[src/core/async_timer_pkg.sv]
// Purpose: Shared constants and types for the asynchronous timer register crossing.
// Assumes: Registers sit on a classic Wishbone slave with 32-bit data, one word each.
// Notes:   Offsets are byte addresses; 8-bit registers live in the low byte.
`default_nettype none

package async_timer_pkg;

  // Register byte offsets.
  localparam logic [7:0] OFS_COUNT   = 8'h00;  // Live counter value.
  localparam logic [7:0] OFS_COMPARE = 8'h04;  // Compare value, holding copy on read.
  localparam logic [7:0] OFS_CONTROL = 8'h08;  // Counter control, holding copy on read.
  localparam logic [7:0] OFS_STATUS  = 8'h0c;  // Clock select and pending-update flags.
  localparam logic [7:0] OFS_FLAGS   = 8'h10;  // Overflow and compare flags, write one to clear.

  // Path indices; each also names its pending bit in the status register.
  localparam int unsigned PATH_CONTROL = 0;
  localparam int unsigned PATH_COMPARE = 1;
  localparam int unsigned PATH_COUNT   = 2;
  localparam int unsigned NUM_PATHS    = 3;

  // Status, flags and control field positions.
  localparam int unsigned BIT_ASYNC_SEL = 3;   // Status bit: clock from the oscillator pin.
  localparam int unsigned BIT_FLAG_OVF  = 0;   // Flags bit: counter wrapped.
  localparam int unsigned BIT_FLAG_CMP  = 1;   // Flags bit: compare match.
  localparam int unsigned BIT_CTL_TOGGLE = 4;  // Control bit: toggle compare pin on match.
  localparam int unsigned CTL_CS_MSB    = 2;   // Control clock-select field, upper bit.

  // Reset values.
  localparam logic [7:0] RST_BYTE = 8'h00;

  // Timing figures.
  localparam int unsigned XFER_EDGES     = 2;  // Oscillator edges before a transfer lands.
  localparam int unsigned FLAG_CPU_DELAY = 3;  // CPU cycles of flag synchronisation.
  localparam int unsigned WAKE_STALL     = 4;  // CPU cycles the processor is held on wake.

  // Wishbone request bundle from the master.
  typedef struct packed {
    logic        cyc;
    logic        stb;
    logic        we;
    logic [3:0]  sel;
    logic [7:0]  adr;
    logic [31:0] dat;
  } wb_req_t;

  // Wake sequencer, Gray coded along its loop.
  typedef enum logic [1:0] {
    WK_IDLE  = 2'b00,
    WK_WAIT  = 2'b01,
    WK_STALL = 2'b11,
    WK_REARM = 2'b10
  } wake_state_t;

endpackage

`default_nettype wire

[src/core/async_timer_register_sync.sv]
// Purpose: Holding registers, pending flags and flag return path of an 8-bit timer
//          that can count from a slow oscillator pin while the CPU reaches it over Wishbone.
// Assumes: One clock clk_i; the oscillator pin is an ordinary input, synchronised here.
// Notes:   Prescaler and PWM are not modelled; any nonzero clock-select code counts each tick.
//
// The register offsets and the Wishbone slave port were chosen for this implementation.
`default_nettype none

// Functional notes
// [RL1] Count write sets counter pending, transfer clears
// [RL2] Compare write sets compare pending, transfer clears
// [RL3] Control write sets control pending, transfer clears
// [RL4] Software avoids writing while pending
// [RL5] Count reads live; others read holding
// [RL6] Holding value lands after two oscillator edges
// [RL7] Independent holding register per destination
// [RL8] Software follows clock-switch sequence
// [RL9] No compare match while count/compare pending
// [RL10] Software waits pending clear before sleeping
// [RL11] Wake logic needs one oscillator cycle rearm
// [RL12] Software ensures oscillator cycle before resleep
// [RL13] Oscillator runs except in power-down
// [RL14] Software waits one second after power-up
// [RL15] Wake starts on next timer tick
// [RL16] Processor stalls four cycles on wake
// [RL17] Flags arrive three CPU cycles plus tick
// [RL18] Compare pin driven by timer tick directly
// [RL19] Clock select picks oscillator or system clock
// [RL20] Crossings use two-stage synchronisers
module async_timer_register_sync (
  input  wire logic                     clk_i,         // System clock, 125 MHz.
  input  wire logic                     rst_i,         // Synchronous reset, active high.
  input  wire async_timer_pkg::wb_req_t wb_req_i,      // Wishbone request bundle.
  output logic                          wb_ack_o,      // Wishbone acknowledge.
  output logic [31:0]                   wb_dat_o,      // Wishbone read data.
  input  wire logic                     osc_input_pin, // Slow oscillator pin level.
  input  wire logic                     power_save_i,  // CPU is in power-save sleep.
  input  wire logic                     power_down_i,  // CPU is in power-down sleep.
  output logic                          compare_pin_o, // Compare output pin.
  output logic                          wake_o,        // Wake request to the CPU.
  output logic                          cpu_stall_o,   // Hold the processor after wake.
  output logic                          osc_running_o  // Oscillator enable.
);

  // Oscillator pin synchroniser; stage one feeds stage two only.
  logic       osc_meta_r;
  logic       osc_sync_r;
  logic       osc_prev_r;   // Last synchronised level for edge detection.
  logic       osc_rise;     // One-cycle pulse per oscillator rising edge.
  logic       timer_tick;   // Timer clock event for the selected source.

  // Register state.
  logic       async_sel_r;                                 // Oscillator clock selected.
  logic [7:0] hold_r   [async_timer_pkg::NUM_PATHS];       // Holding registers.
  logic [1:0] edges_r  [async_timer_pkg::NUM_PATHS];       // Edges seen since the write.
  logic [2:0] pend_r;                                      // Pending-update flags.
  logic [7:0] count_r;                                     // Live counter.
  logic [7:0] compare_r;                                   // Active compare value.
  logic [7:0] control_r;                                   // Active control value.
  logic [1:0] flags_r;                                     // Overflow and compare flags.

  // Event path back to the CPU side.
  logic [1:0] evt_raw;                                     // Events in this tick.
  logic [1:0] evt_hold_r;                                  // Events waiting for next tick.
  logic [1:0] evt_pipe_r [async_timer_pkg::FLAG_CPU_DELAY];// CPU-cycle delay line.
  logic [1:0] evt_land;                                    // Events reaching the flags.

  // Bus decode.
  logic       bus_req;
  logic       bus_wr;
  logic [2:0] path_wr;                                     // Write strobe per path.
  logic [1:0] flag_clr;                                    // Write-one-to-clear mask.

  // Wake sequencer.
  async_timer_pkg::wake_state_t wake_state_r;
  logic [2:0] stall_cnt_r;

  // Oscillator pin passes two flops before anything reads it, then one more for edges.
  // [RL20] Two-stage pin synchroniser.
  always_ff @(posedge clk_i) begin
    if (rst_i) begin
      osc_meta_r <= 1'b0;
      osc_sync_r <= 1'b0;
      osc_prev_r <= 1'b0;
    end else begin
      osc_meta_r <= osc_input_pin;
      osc_sync_r <= osc_meta_r;
      osc_prev_r <= osc_sync_r;
    end
  end

  // Edge seen only after the second stage, never from the first.
  assign osc_rise = osc_sync_r & ~osc_prev_r;

  // [RL19] Timer clock source select.
  assign timer_tick = async_sel_r ? osc_rise : 1'b1;

  // Decode is purely combinational; ack is registered so a request takes two cycles.
  assign bus_req = wb_req_i.cyc & wb_req_i.stb & ~wb_ack_o;
  assign bus_wr  = bus_req & wb_req_i.we & wb_req_i.sel[0];
  assign path_wr[async_timer_pkg::PATH_CONTROL] =
    bus_wr & (wb_req_i.adr == async_timer_pkg::OFS_CONTROL);
  assign path_wr[async_timer_pkg::PATH_COMPARE] =
    bus_wr & (wb_req_i.adr == async_timer_pkg::OFS_COMPARE);
  assign path_wr[async_timer_pkg::PATH_COUNT] =
    bus_wr & (wb_req_i.adr == async_timer_pkg::OFS_COUNT);
  assign flag_clr = (bus_wr && wb_req_i.adr == async_timer_pkg::OFS_FLAGS) ?
                    wb_req_i.dat[1:0] : 2'h0;

  // Acknowledge one cycle after the strobe and drop it the next cycle.
  always_ff @(posedge clk_i) begin
    if (rst_i) begin
      wb_ack_o <= 1'b0;
    end else begin
      wb_ack_o <= bus_req;
    end
  end

  // Read mux; unmapped addresses answer with zero.
  // [RL5] Live count, holding copies elsewhere.
  always_ff @(posedge clk_i) begin
    if (rst_i) begin
      wb_dat_o <= 32'h0;
    end else if (bus_req && !wb_req_i.we) begin
      unique case (wb_req_i.adr)
        async_timer_pkg::OFS_COUNT:   wb_dat_o <= {24'h0, count_r};
        async_timer_pkg::OFS_COMPARE:
          wb_dat_o <= {24'h0, hold_r[async_timer_pkg::PATH_COMPARE]};
        async_timer_pkg::OFS_CONTROL:
          wb_dat_o <= {24'h0, hold_r[async_timer_pkg::PATH_CONTROL]};
        async_timer_pkg::OFS_STATUS:  wb_dat_o <= {28'h0, async_sel_r, pend_r};
        async_timer_pkg::OFS_FLAGS:   wb_dat_o <= {30'h0, flags_r};
        default:                      wb_dat_o <= 32'h0;
      endcase
    end
  end

  // Clock select bit; switching may corrupt in-flight values, which software must handle.
  always_ff @(posedge clk_i) begin
    if (rst_i) begin
      async_sel_r <= 1'b0;
    end else if (bus_wr && wb_req_i.adr == async_timer_pkg::OFS_STATUS) begin
      async_sel_r <= wb_req_i.dat[async_timer_pkg::BIT_ASYNC_SEL];
    end
  end

  // One holding register, edge counter and pending flag per destination.
  // [RL7] Separate transfer paths.
  for (genvar p = 0; p < async_timer_pkg::NUM_PATHS; p++) begin : g_path
    always_ff @(posedge clk_i) begin
      if (rst_i) begin
        hold_r[p]  <= async_timer_pkg::RST_BYTE;
        edges_r[p] <= 2'h0;
        pend_r[p]  <= 1'b0;
      end else if (path_wr[p]) begin
        hold_r[p]  <= wb_req_i.dat[7:0];
        edges_r[p] <= 2'h0;
        // [RL1] [RL2] [RL3] Set pending on write while the oscillator clock is selected; clear it otherwise.
        pend_r[p]  <= async_sel_r;
      end else if (pend_r[p] && osc_rise) begin
        // [RL6] Land on the second edge.
        if (edges_r[p] == 2'(async_timer_pkg::XFER_EDGES - 1)) begin
          pend_r[p]  <= 1'b0;
          edges_r[p] <= 2'h0;
        end else begin
          edges_r[p] <= edges_r[p] + 2'h1;
        end
      end
    end
  end

  // Transfer strobes: immediate in synchronous mode, second edge otherwise.
  logic [2:0] xfer;
  for (genvar q = 0; q < async_timer_pkg::NUM_PATHS; q++) begin : g_xfer
    assign xfer[q] = (path_wr[q] & ~async_sel_r) |
      (pend_r[q] & osc_rise & ~path_wr[q] &
       (edges_r[q] == 2'(async_timer_pkg::XFER_EDGES - 1)));
  end

  // Active control and compare registers take their holding copies on transfer, or the bus data directly in synchronous mode.
  always_ff @(posedge clk_i) begin
    if (rst_i) begin
      control_r <= async_timer_pkg::RST_BYTE;
      compare_r <= async_timer_pkg::RST_BYTE;
    end else begin
      if (xfer[async_timer_pkg::PATH_CONTROL]) begin
        control_r <= async_sel_r ? hold_r[async_timer_pkg::PATH_CONTROL] : wb_req_i.dat[7:0];
      end
      if (xfer[async_timer_pkg::PATH_COMPARE]) begin
        compare_r <= async_sel_r ? hold_r[async_timer_pkg::PATH_COMPARE] : wb_req_i.dat[7:0];
      end
    end
  end

  // Counter: a transfer replaces the tick; otherwise count on each tick when enabled.
  logic count_en;
  assign count_en = timer_tick & (control_r[async_timer_pkg::CTL_CS_MSB:0] != 3'h0);

  always_ff @(posedge clk_i) begin
    if (rst_i) begin
      count_r <= async_timer_pkg::RST_BYTE;
    end else if (xfer[async_timer_pkg::PATH_COUNT]) begin
      count_r <= async_sel_r ? hold_r[async_timer_pkg::PATH_COUNT] : wb_req_i.dat[7:0];
    end else if (count_en) begin
      count_r <= count_r + 8'h01;
    end
  end

  // Events of this tick; a compare match is blocked while a count or compare write waits.
  // [RL9] Suppress match during pending writes.
  assign evt_raw[async_timer_pkg::BIT_FLAG_OVF] = count_en & (count_r == 8'hff) &
    ~xfer[async_timer_pkg::PATH_COUNT];
  assign evt_raw[async_timer_pkg::BIT_FLAG_CMP] = count_en &
    ((count_r + 8'h01) == compare_r) & ~xfer[async_timer_pkg::PATH_COUNT] &
    ~pend_r[async_timer_pkg::PATH_COUNT] & ~pend_r[async_timer_pkg::PATH_COMPARE];

  // Compare pin changes on the timer tick itself, with no extra CPU-side stage.
  // [RL18] Pin follows the timer tick.
  always_ff @(posedge clk_i) begin
    if (rst_i) begin
      compare_pin_o <= 1'b0;
    end else if (evt_raw[async_timer_pkg::BIT_FLAG_CMP] &&
                 control_r[async_timer_pkg::BIT_CTL_TOGGLE]) begin
      compare_pin_o <= ~compare_pin_o;
    end
  end

  // Events wait one timer tick, then walk a three-stage CPU delay line.
  // [RL17] One tick plus three cycles.
  always_ff @(posedge clk_i) begin
    if (rst_i) begin
      evt_hold_r <= 2'h0;
      for (int i = 0; i < async_timer_pkg::FLAG_CPU_DELAY; i++) begin
        evt_pipe_r[i] <= 2'h0;
      end
    end else begin
      evt_hold_r    <= timer_tick ? evt_raw : (evt_hold_r | evt_raw);
      evt_pipe_r[0] <= timer_tick ? evt_hold_r : 2'h0;
      for (int i = 1; i < async_timer_pkg::FLAG_CPU_DELAY; i++) begin
        evt_pipe_r[i] <= evt_pipe_r[i-1];
      end
    end
  end

  assign evt_land = evt_pipe_r[async_timer_pkg::FLAG_CPU_DELAY-1];

  // Sticky flags; an arriving event beats a clear in the same cycle.
  always_ff @(posedge clk_i) begin
    if (rst_i) begin
      flags_r <= 2'h0;
    end else begin
      flags_r <= (flags_r & ~flag_clr) | evt_land;
    end
  end

  // Wake sequencer: event in power-save, wait a tick, stall, then rearm for one tick.
  always_ff @(posedge clk_i) begin
    if (rst_i) begin
      wake_state_r <= async_timer_pkg::WK_IDLE;
      stall_cnt_r  <= 3'h0;
      wake_o       <= 1'b0;
      cpu_stall_o  <= 1'b0;
    end else begin
      unique case (wake_state_r)
        async_timer_pkg::WK_IDLE: begin
          // Only an armed sequencer can raise a wake.
          if (power_save_i && evt_raw != 2'h0) begin
            wake_state_r <= async_timer_pkg::WK_WAIT;
          end
        end
        async_timer_pkg::WK_WAIT: begin
          // [RL15] Wake on the following tick.
          if (timer_tick) begin
            wake_state_r <= async_timer_pkg::WK_STALL;
            wake_o       <= 1'b1;
            cpu_stall_o  <= 1'b1;
            stall_cnt_r  <= 3'h0;
          end
        end
        async_timer_pkg::WK_STALL: begin
          wake_o <= 1'b0;
          // [RL16] Hold the processor four cycles.
          if (stall_cnt_r == 3'(async_timer_pkg::WAKE_STALL - 1)) begin
            cpu_stall_o  <= 1'b0;
            wake_state_r <= async_timer_pkg::WK_REARM;
          end else begin
            stall_cnt_r <= stall_cnt_r + 3'h1;
          end
        end
        async_timer_pkg::WK_REARM: begin
          // [RL11] Rearm after one oscillator cycle.
          if (timer_tick) begin
            wake_state_r <= async_timer_pkg::WK_IDLE;
          end
        end
      endcase
    end
  end

  // Oscillator runs while selected, in every sleep state but power-down.
  // [RL13] Oscillator enable.
  always_ff @(posedge clk_i) begin
    if (rst_i) begin
      osc_running_o <= 1'b0;
    end else begin
      osc_running_o <= async_sel_r & ~power_down_i;
    end
  end

endmodule

`default_nettype wire

[config.mk]
export PLATFORM = sky130hd
export DESIGN_NAME = async_timer_register_sync
export DESIGN_NICKNAME = d
export VERILOG_FILES = /design/src/core/async_timer_pkg.sv /design/src/core/async_timer_register_sync.sv
export SDC_FILE = /design/constraint.sdc
export NUM_CORES = 1
export LEC_CHECK = 0
export ABC_AREA = 1
export ABC_CLOCK_PERIOD_IN_PS = 2000
export BUFFER_PORTS_ARGS = -buffer_cell sky130_fd_sc_hd__buf_2
export CAP_MARGIN = 15
export CORE_MARGIN = 4
export CORE_UTILIZATION = 55
export CTS_CLUSTER_DIAMETER = 100
export DETAILED_ROUTE_END_ITERATION = 8
export PLACE_DENSITY = 0.88
export SLEW_MARGIN = 30
export SYNTH_ARGS = -nofsm -noshare
export SYNTH_HDL_FRONTEND = slang
export SYNTH_SLANG_ARGS = --single-unit
[constraint.sdc]
create_clock -name clk_i -period 2 [get_ports clk_i]
set_clock_uncertainty 0.15 [all_clocks]
set_input_delay 0.2 -clock clk_i [delete_from_list [all_inputs] [get_ports clk_i]]
set_output_delay 0.2 -clock clk_i [all_outputs]
set_load 0.01 [all_outputs]
==> results.txt <==
----------------------------------------------------
[Critical path]
  Category of the worst setup path capture point ... flop
  Minimum setup slack among reg-to-reg paths ... 0.11 ns
  Crit-path max FO ... 4
  Depth of the most critical reg-to-reg path ... 13
  Critical path start-end classification ... reg -> reg
  Critical path data arrival time ... 2.04 ns
  CP required ... 2.16 ns
  Worst r2r src ... count_r[1]
  R2R Path End ... wake_state_r[0]
  Worst setup SP type ... flop

[Power]
  Sw Share ... 0.229
  Post-route total power ... 3370 uW
  Sequential share of power ... 0.539
  P_leak ... roughly 0.0021 uW
  Int Power ... 2600 uW
  Total power density per cell area ... just under 700 nW/um^2
  Peak supply drop ... 670 uV
  Relative contribution of combinational cells to total power ... 0.054
  Part of the total power dissipated in the clock network ... 0.407
  Switching power of the nets ... 774 uW

[CTS]
  Clock latency on the worst-skew pair ... 0.37 ns
  Clock-pin slew on the worst setup and hold paths ... 0.08 ns
  Inserted Clock Buffers ... 9
  Clock tree from TritonCTS ... yes
  Clock tree sinks ... 85
  Clock tree buffer depth ... 2
  Clock tree root buffer cell ... sky130_fd_sc_hd__clkbuf_8
  Level count of the clock H-tree ... 3

[Drt]
  DRC ... 0
  Vias per std cell ... 5.38
  DR top layer ... met4
  Post-detailed-route wirelength per cell ... about 15 um
  Total length of routed met3 wires ... 848 um
  Total detailed-routing wirelength ... about 10,000 um
  Post-route met1 wirelength ... 3950 um
  Antenna Nets Post-Route ... 0
  Met2 layer wire length in the routed design ... 5070 um
  Number of iterations in the first detailed-routing pass ... 5
  Initial DRC Count ... 414
  Total vias in the final route ... 3,761

[Final layout]
  Share of cells above drive strength 1 ... 0.181
  Multi-input gate area ... about 1900 um^2
  Signed area change from the synthesized netlist to the final layout ... 13.0%
  Area occupied by registers ... 2000 um^2
  Fill cell total of the finished layout ... between 500 and 600
  Antenna Diode Count ... 0
  Final-stage net count ... 650

[Yosys]
  Warning count from the yosys run ... 0
  Synth async-reset ratio ... 0
  Sequential-to-total area share from yosys stat ... 0.463
  Number of flops mapped to enable cells by yosys ... 30
  Register bit total from synthesis ... 85
  Xor-xnor portion of the synthesized cell area ... 0
  Netlist Area Pre-Place ... around 4300 um^2
  Mapped Avg Cell Area ... between 8 and 9 um^2
  Post-Synth Adder-Cell Area ... 0.0174
  Most frequently used flop master after synthesis ... sky130_fd_sc_hd__dfxtp_1
  Netlist cell types ... 45
  Proportion of synthesized area in mux cells ... 0
  Post-Synthesis Cells ... 539
  Synth Area in Compound Gates ... 0.124
  Dominant combinational cell family by area after synthesis ... simple AND/OR/NAND/NOR gates
  Fraction of the mapped netlist area in simple logic gates ... 0.277

[Job]
  Number of maximum-capacitance violations ... 0

[Timing]
  Final cycle utilization of the critical path ... 0.944
  Number of endpoints with negative hold slack in the final report ... 0
  Maximum operating frequency ... 0.530 GHz
  Total of endpoints with negative setup slack in the final report ... 0
  Setup TNS after final layout ... 0 ns
  Max Transition Viols Final ... 0
  Time the worst path needs with I/O delays and setup ... 1.89 ns

[Placement]
  Dpl hpwl ... 7290 um
  Final Wtd Congestion ... 0.903
  # port buffers ... 37

[Die]
  FP Rows ... 32
  Core Region ... 7690 um^2
  Initial core utilization ... 0.563
  Full die area ... 9350 um^2
  Count of pins on the block boundary ... 89
  Width of the die ... 96.7 um
  Chip Height ... between 90 and 100 um

[Global route]
  First-pass GRT wire length ... 16,200 um
  Initial antenna violation count ... 0
  Overall Global Routing Usage ... 0.214
  Largest net degree at the start of global routing ... 33
  Overflow after GRT ... 0
  Number of global-route vias before repair ... 3,468

[Worst hold path]
  Worst Min Path Start ... power_save_i
  Depth of the worst hold-timing path ... 5
  End of the worst hold path ... wake_state_r[0]
  Worst hold path class ... in -> reg

[Run status]
  Result of the run ... finished clean

----------------------------------------------------
-- worst max-delay path, stage by stage, from the launching register on --
cell	delay, ns
sky130_fd_sc_hd__dfxtp_2	0.39
sky130_fd_sc_hd__ha_2	0.23
sky130_fd_sc_hd__nand2_1	0.11
sky130_fd_sc_hd__inv_1	0.10
sky130_fd_sc_hd__nor2_1	0.06
sky130_fd_sc_hd__nand2_1	0.07
sky130_fd_sc_hd__nand3_1	0.07
sky130_fd_sc_hd__nor2_1	0.10
sky130_fd_sc_hd__nand2_1	0.07
sky130_fd_sc_hd__nor2_2	0.15
sky130_fd_sc_hd__nand2_1	0.10
sky130_fd_sc_hd__nand2_1	0.06
sky130_fd_sc_hd__nand2_1	0.05
sky130_fd_sc_hd__a21oi_2	0.11
-- cells in the final DEF, fill, tap and decap left out, drive strengths merged --
cell type    instances
o22ai                1
o31ai                1
clkinv               4
a211oi               5
o211ai               3
a221oi               2
edfxtp              30
clkbuf              10
nand4                3
a31oi                4
conb                24
dlygate4sd3          4
o2111ai              2
or3                  2
inv                 72
bufinv               2
o21a                 1
dfxtp               55
nand3               25
and3                 8
nand3b               4
or2                  1
o221ai               2
buf                 51
nor3                 3
nor2                83
o211a                4
nand2              123
o21ai               28
ha                   6
a21oi               34
-- sequential cells by signal, summed over array words and instances (netlist names), 3 cells and up --
register	flops
edges_r	6
control_r	4
evt_pipe_r	6
wb_dat_o	8
pend_r	3
hold_r	24
stall_cnt_r	3
compare_r	8
count_r	8
-- synth_stat cells (2+ instances only) --
cell type	number	area (um^2)
sky130_fd_sc_hd__nand3_1	20	100
sky130_fd_sc_hd__a221oi_1	2	17.5
sky130_fd_sc_hd__nand2_2	6	37.5
sky130_fd_sc_hd__nor2_8	2	40.0
sky130_fd_sc_hd__o221ai_1	2	17.5
sky130_fd_sc_hd__inv_2	6	22.5
sky130_fd_sc_hd__ha_1	6	75.1
sky130_fd_sc_hd__o21ai_1	10	50.1
sky130_fd_sc_hd__edfxtp_1	30	901
sky130_fd_sc_hd__nor2_4	3	33.8
sky130_fd_sc_hd__a21oi_1	33	165
sky130_fd_sc_hd__nand4_1	3	18.8
sky130_fd_sc_hd__buf_2	3	15.0
sky130_fd_sc_hd__nand2_1	114	428
sky130_fd_sc_hd__a31oi_1	4	25.0
sky130_fd_sc_hd__nand3_2	2	20.0
sky130_fd_sc_hd__nand3_4	3	52.6
sky130_fd_sc_hd__a211oi_1	3	22.5
sky130_fd_sc_hd__nand2_4	2	22.5
sky130_fd_sc_hd__dfxtp_1	55	1100
sky130_fd_sc_hd__o211a_1	4	40.0
sky130_fd_sc_hd__nor2_2	5	31.3
sky130_fd_sc_hd__o211ai_1	3	22.5
sky130_fd_sc_hd__or3_1	2	12.5
sky130_fd_sc_hd__o2111ai_1	2	17.5
sky130_fd_sc_hd__and3_1	8	50.1
sky130_fd_sc_hd__o21ai_0	17	85.1
sky130_fd_sc_hd__inv_1	65	244
sky130_fd_sc_hd__nor2_1	73	274
sky130_fd_sc_hd__a211oi_2	2	25.0
sky130_fd_sc_hd__nand3b_1	4	30.0
sky130_fd_sc_hd__nor3_1	2	10.0
sky130_fd_sc_hd__clkbuf_1	7	26.3
sky130_fd_sc_hd__buf_4	25	188
-- cells by family after synthesis --
| group | Yosys count |
|---|---|
| buf+inv | 108 |
| other cells | 1 |
| flops | 85 |
| simple gates | 252 |
| fa+ha+maj | 6 |
| compound gates | 87 |
-- worst max-delay path by stage --
stage / startpoint / end / slack [ns] / cells past startpoint
floorplan: wb_ack_o / edges_r[0][0] / 0.19 / 8
global placement: count_r[1] / wake_state_r[0] / 0.15 / 12
detailed placement: count_r[1] / wake_state_r[0] / 0.08 / 11
CTS: count_r[1] / wake_state_r[0] / 0.04 / 11
global route: count_r[1] / wake_state_r[0] / -0.02 / 11
finish: count_r[1] / wake_state_r[0] / 0.11 / 13
-- power groups by stage --
stage / combinational [uW] / sequential, uW / clock, uW
after floorplan: 135 / 1860 / 0
after global placement: 166 / 1860 / 0
after global routing: 198 / 1820 / 1440
after CTS: 179 / 1820 / 1370
final: 182 / 1820 / 1370
after detailed placement: 172 / 1860 / 0
-- stage by stage --
stage | std cells | cell area (um^2) | util | setup slack, ns | hold slack [ns]
floorplan | 562 | 4410 | - | 0.195 | 0.129
global placement | 677 | 4590 | 0.597 | 0.151 | 0.214
detailed placement | 677 | 4590 | 0.597 | 0.0803 | 0.223
CTS | 697 | 4850 | 0.631 | 0.0351 | 0.0292
global route | 699 | 4890 | 0.636 | -0.0236 | 0.0366
finish | 699 | 4890 | 0.636 | 0.112 | 0.0280
-- area by class of cell --
cell class	count	share of cell area
clock buffers	10	0.0281
clock inverters	6	0.0177
well taps	102	0.0261
inverters	72	0.0558
repair buffers	55	0.0727
multi-input cells	369	0.390
flip-flops and latches	85	0.410
-- routing by layer --
metal  GRT usage  up-vias
met1       0.254     1751
met5           0        -
li1            -     1809
met2       0.373      174
met3      0.0555       27
met4      0.0810        0
-- timing repair --
action | CTS | global route
setup endpoints to repair | 0 | 10
gates resized for setup | 0 | 5
buffers inserted | 0 | 2
hold endpoints to repair | 3 | 0
hold buffers | 4 | 0
No activity file was read; power rests on OpenSTA's default activity.
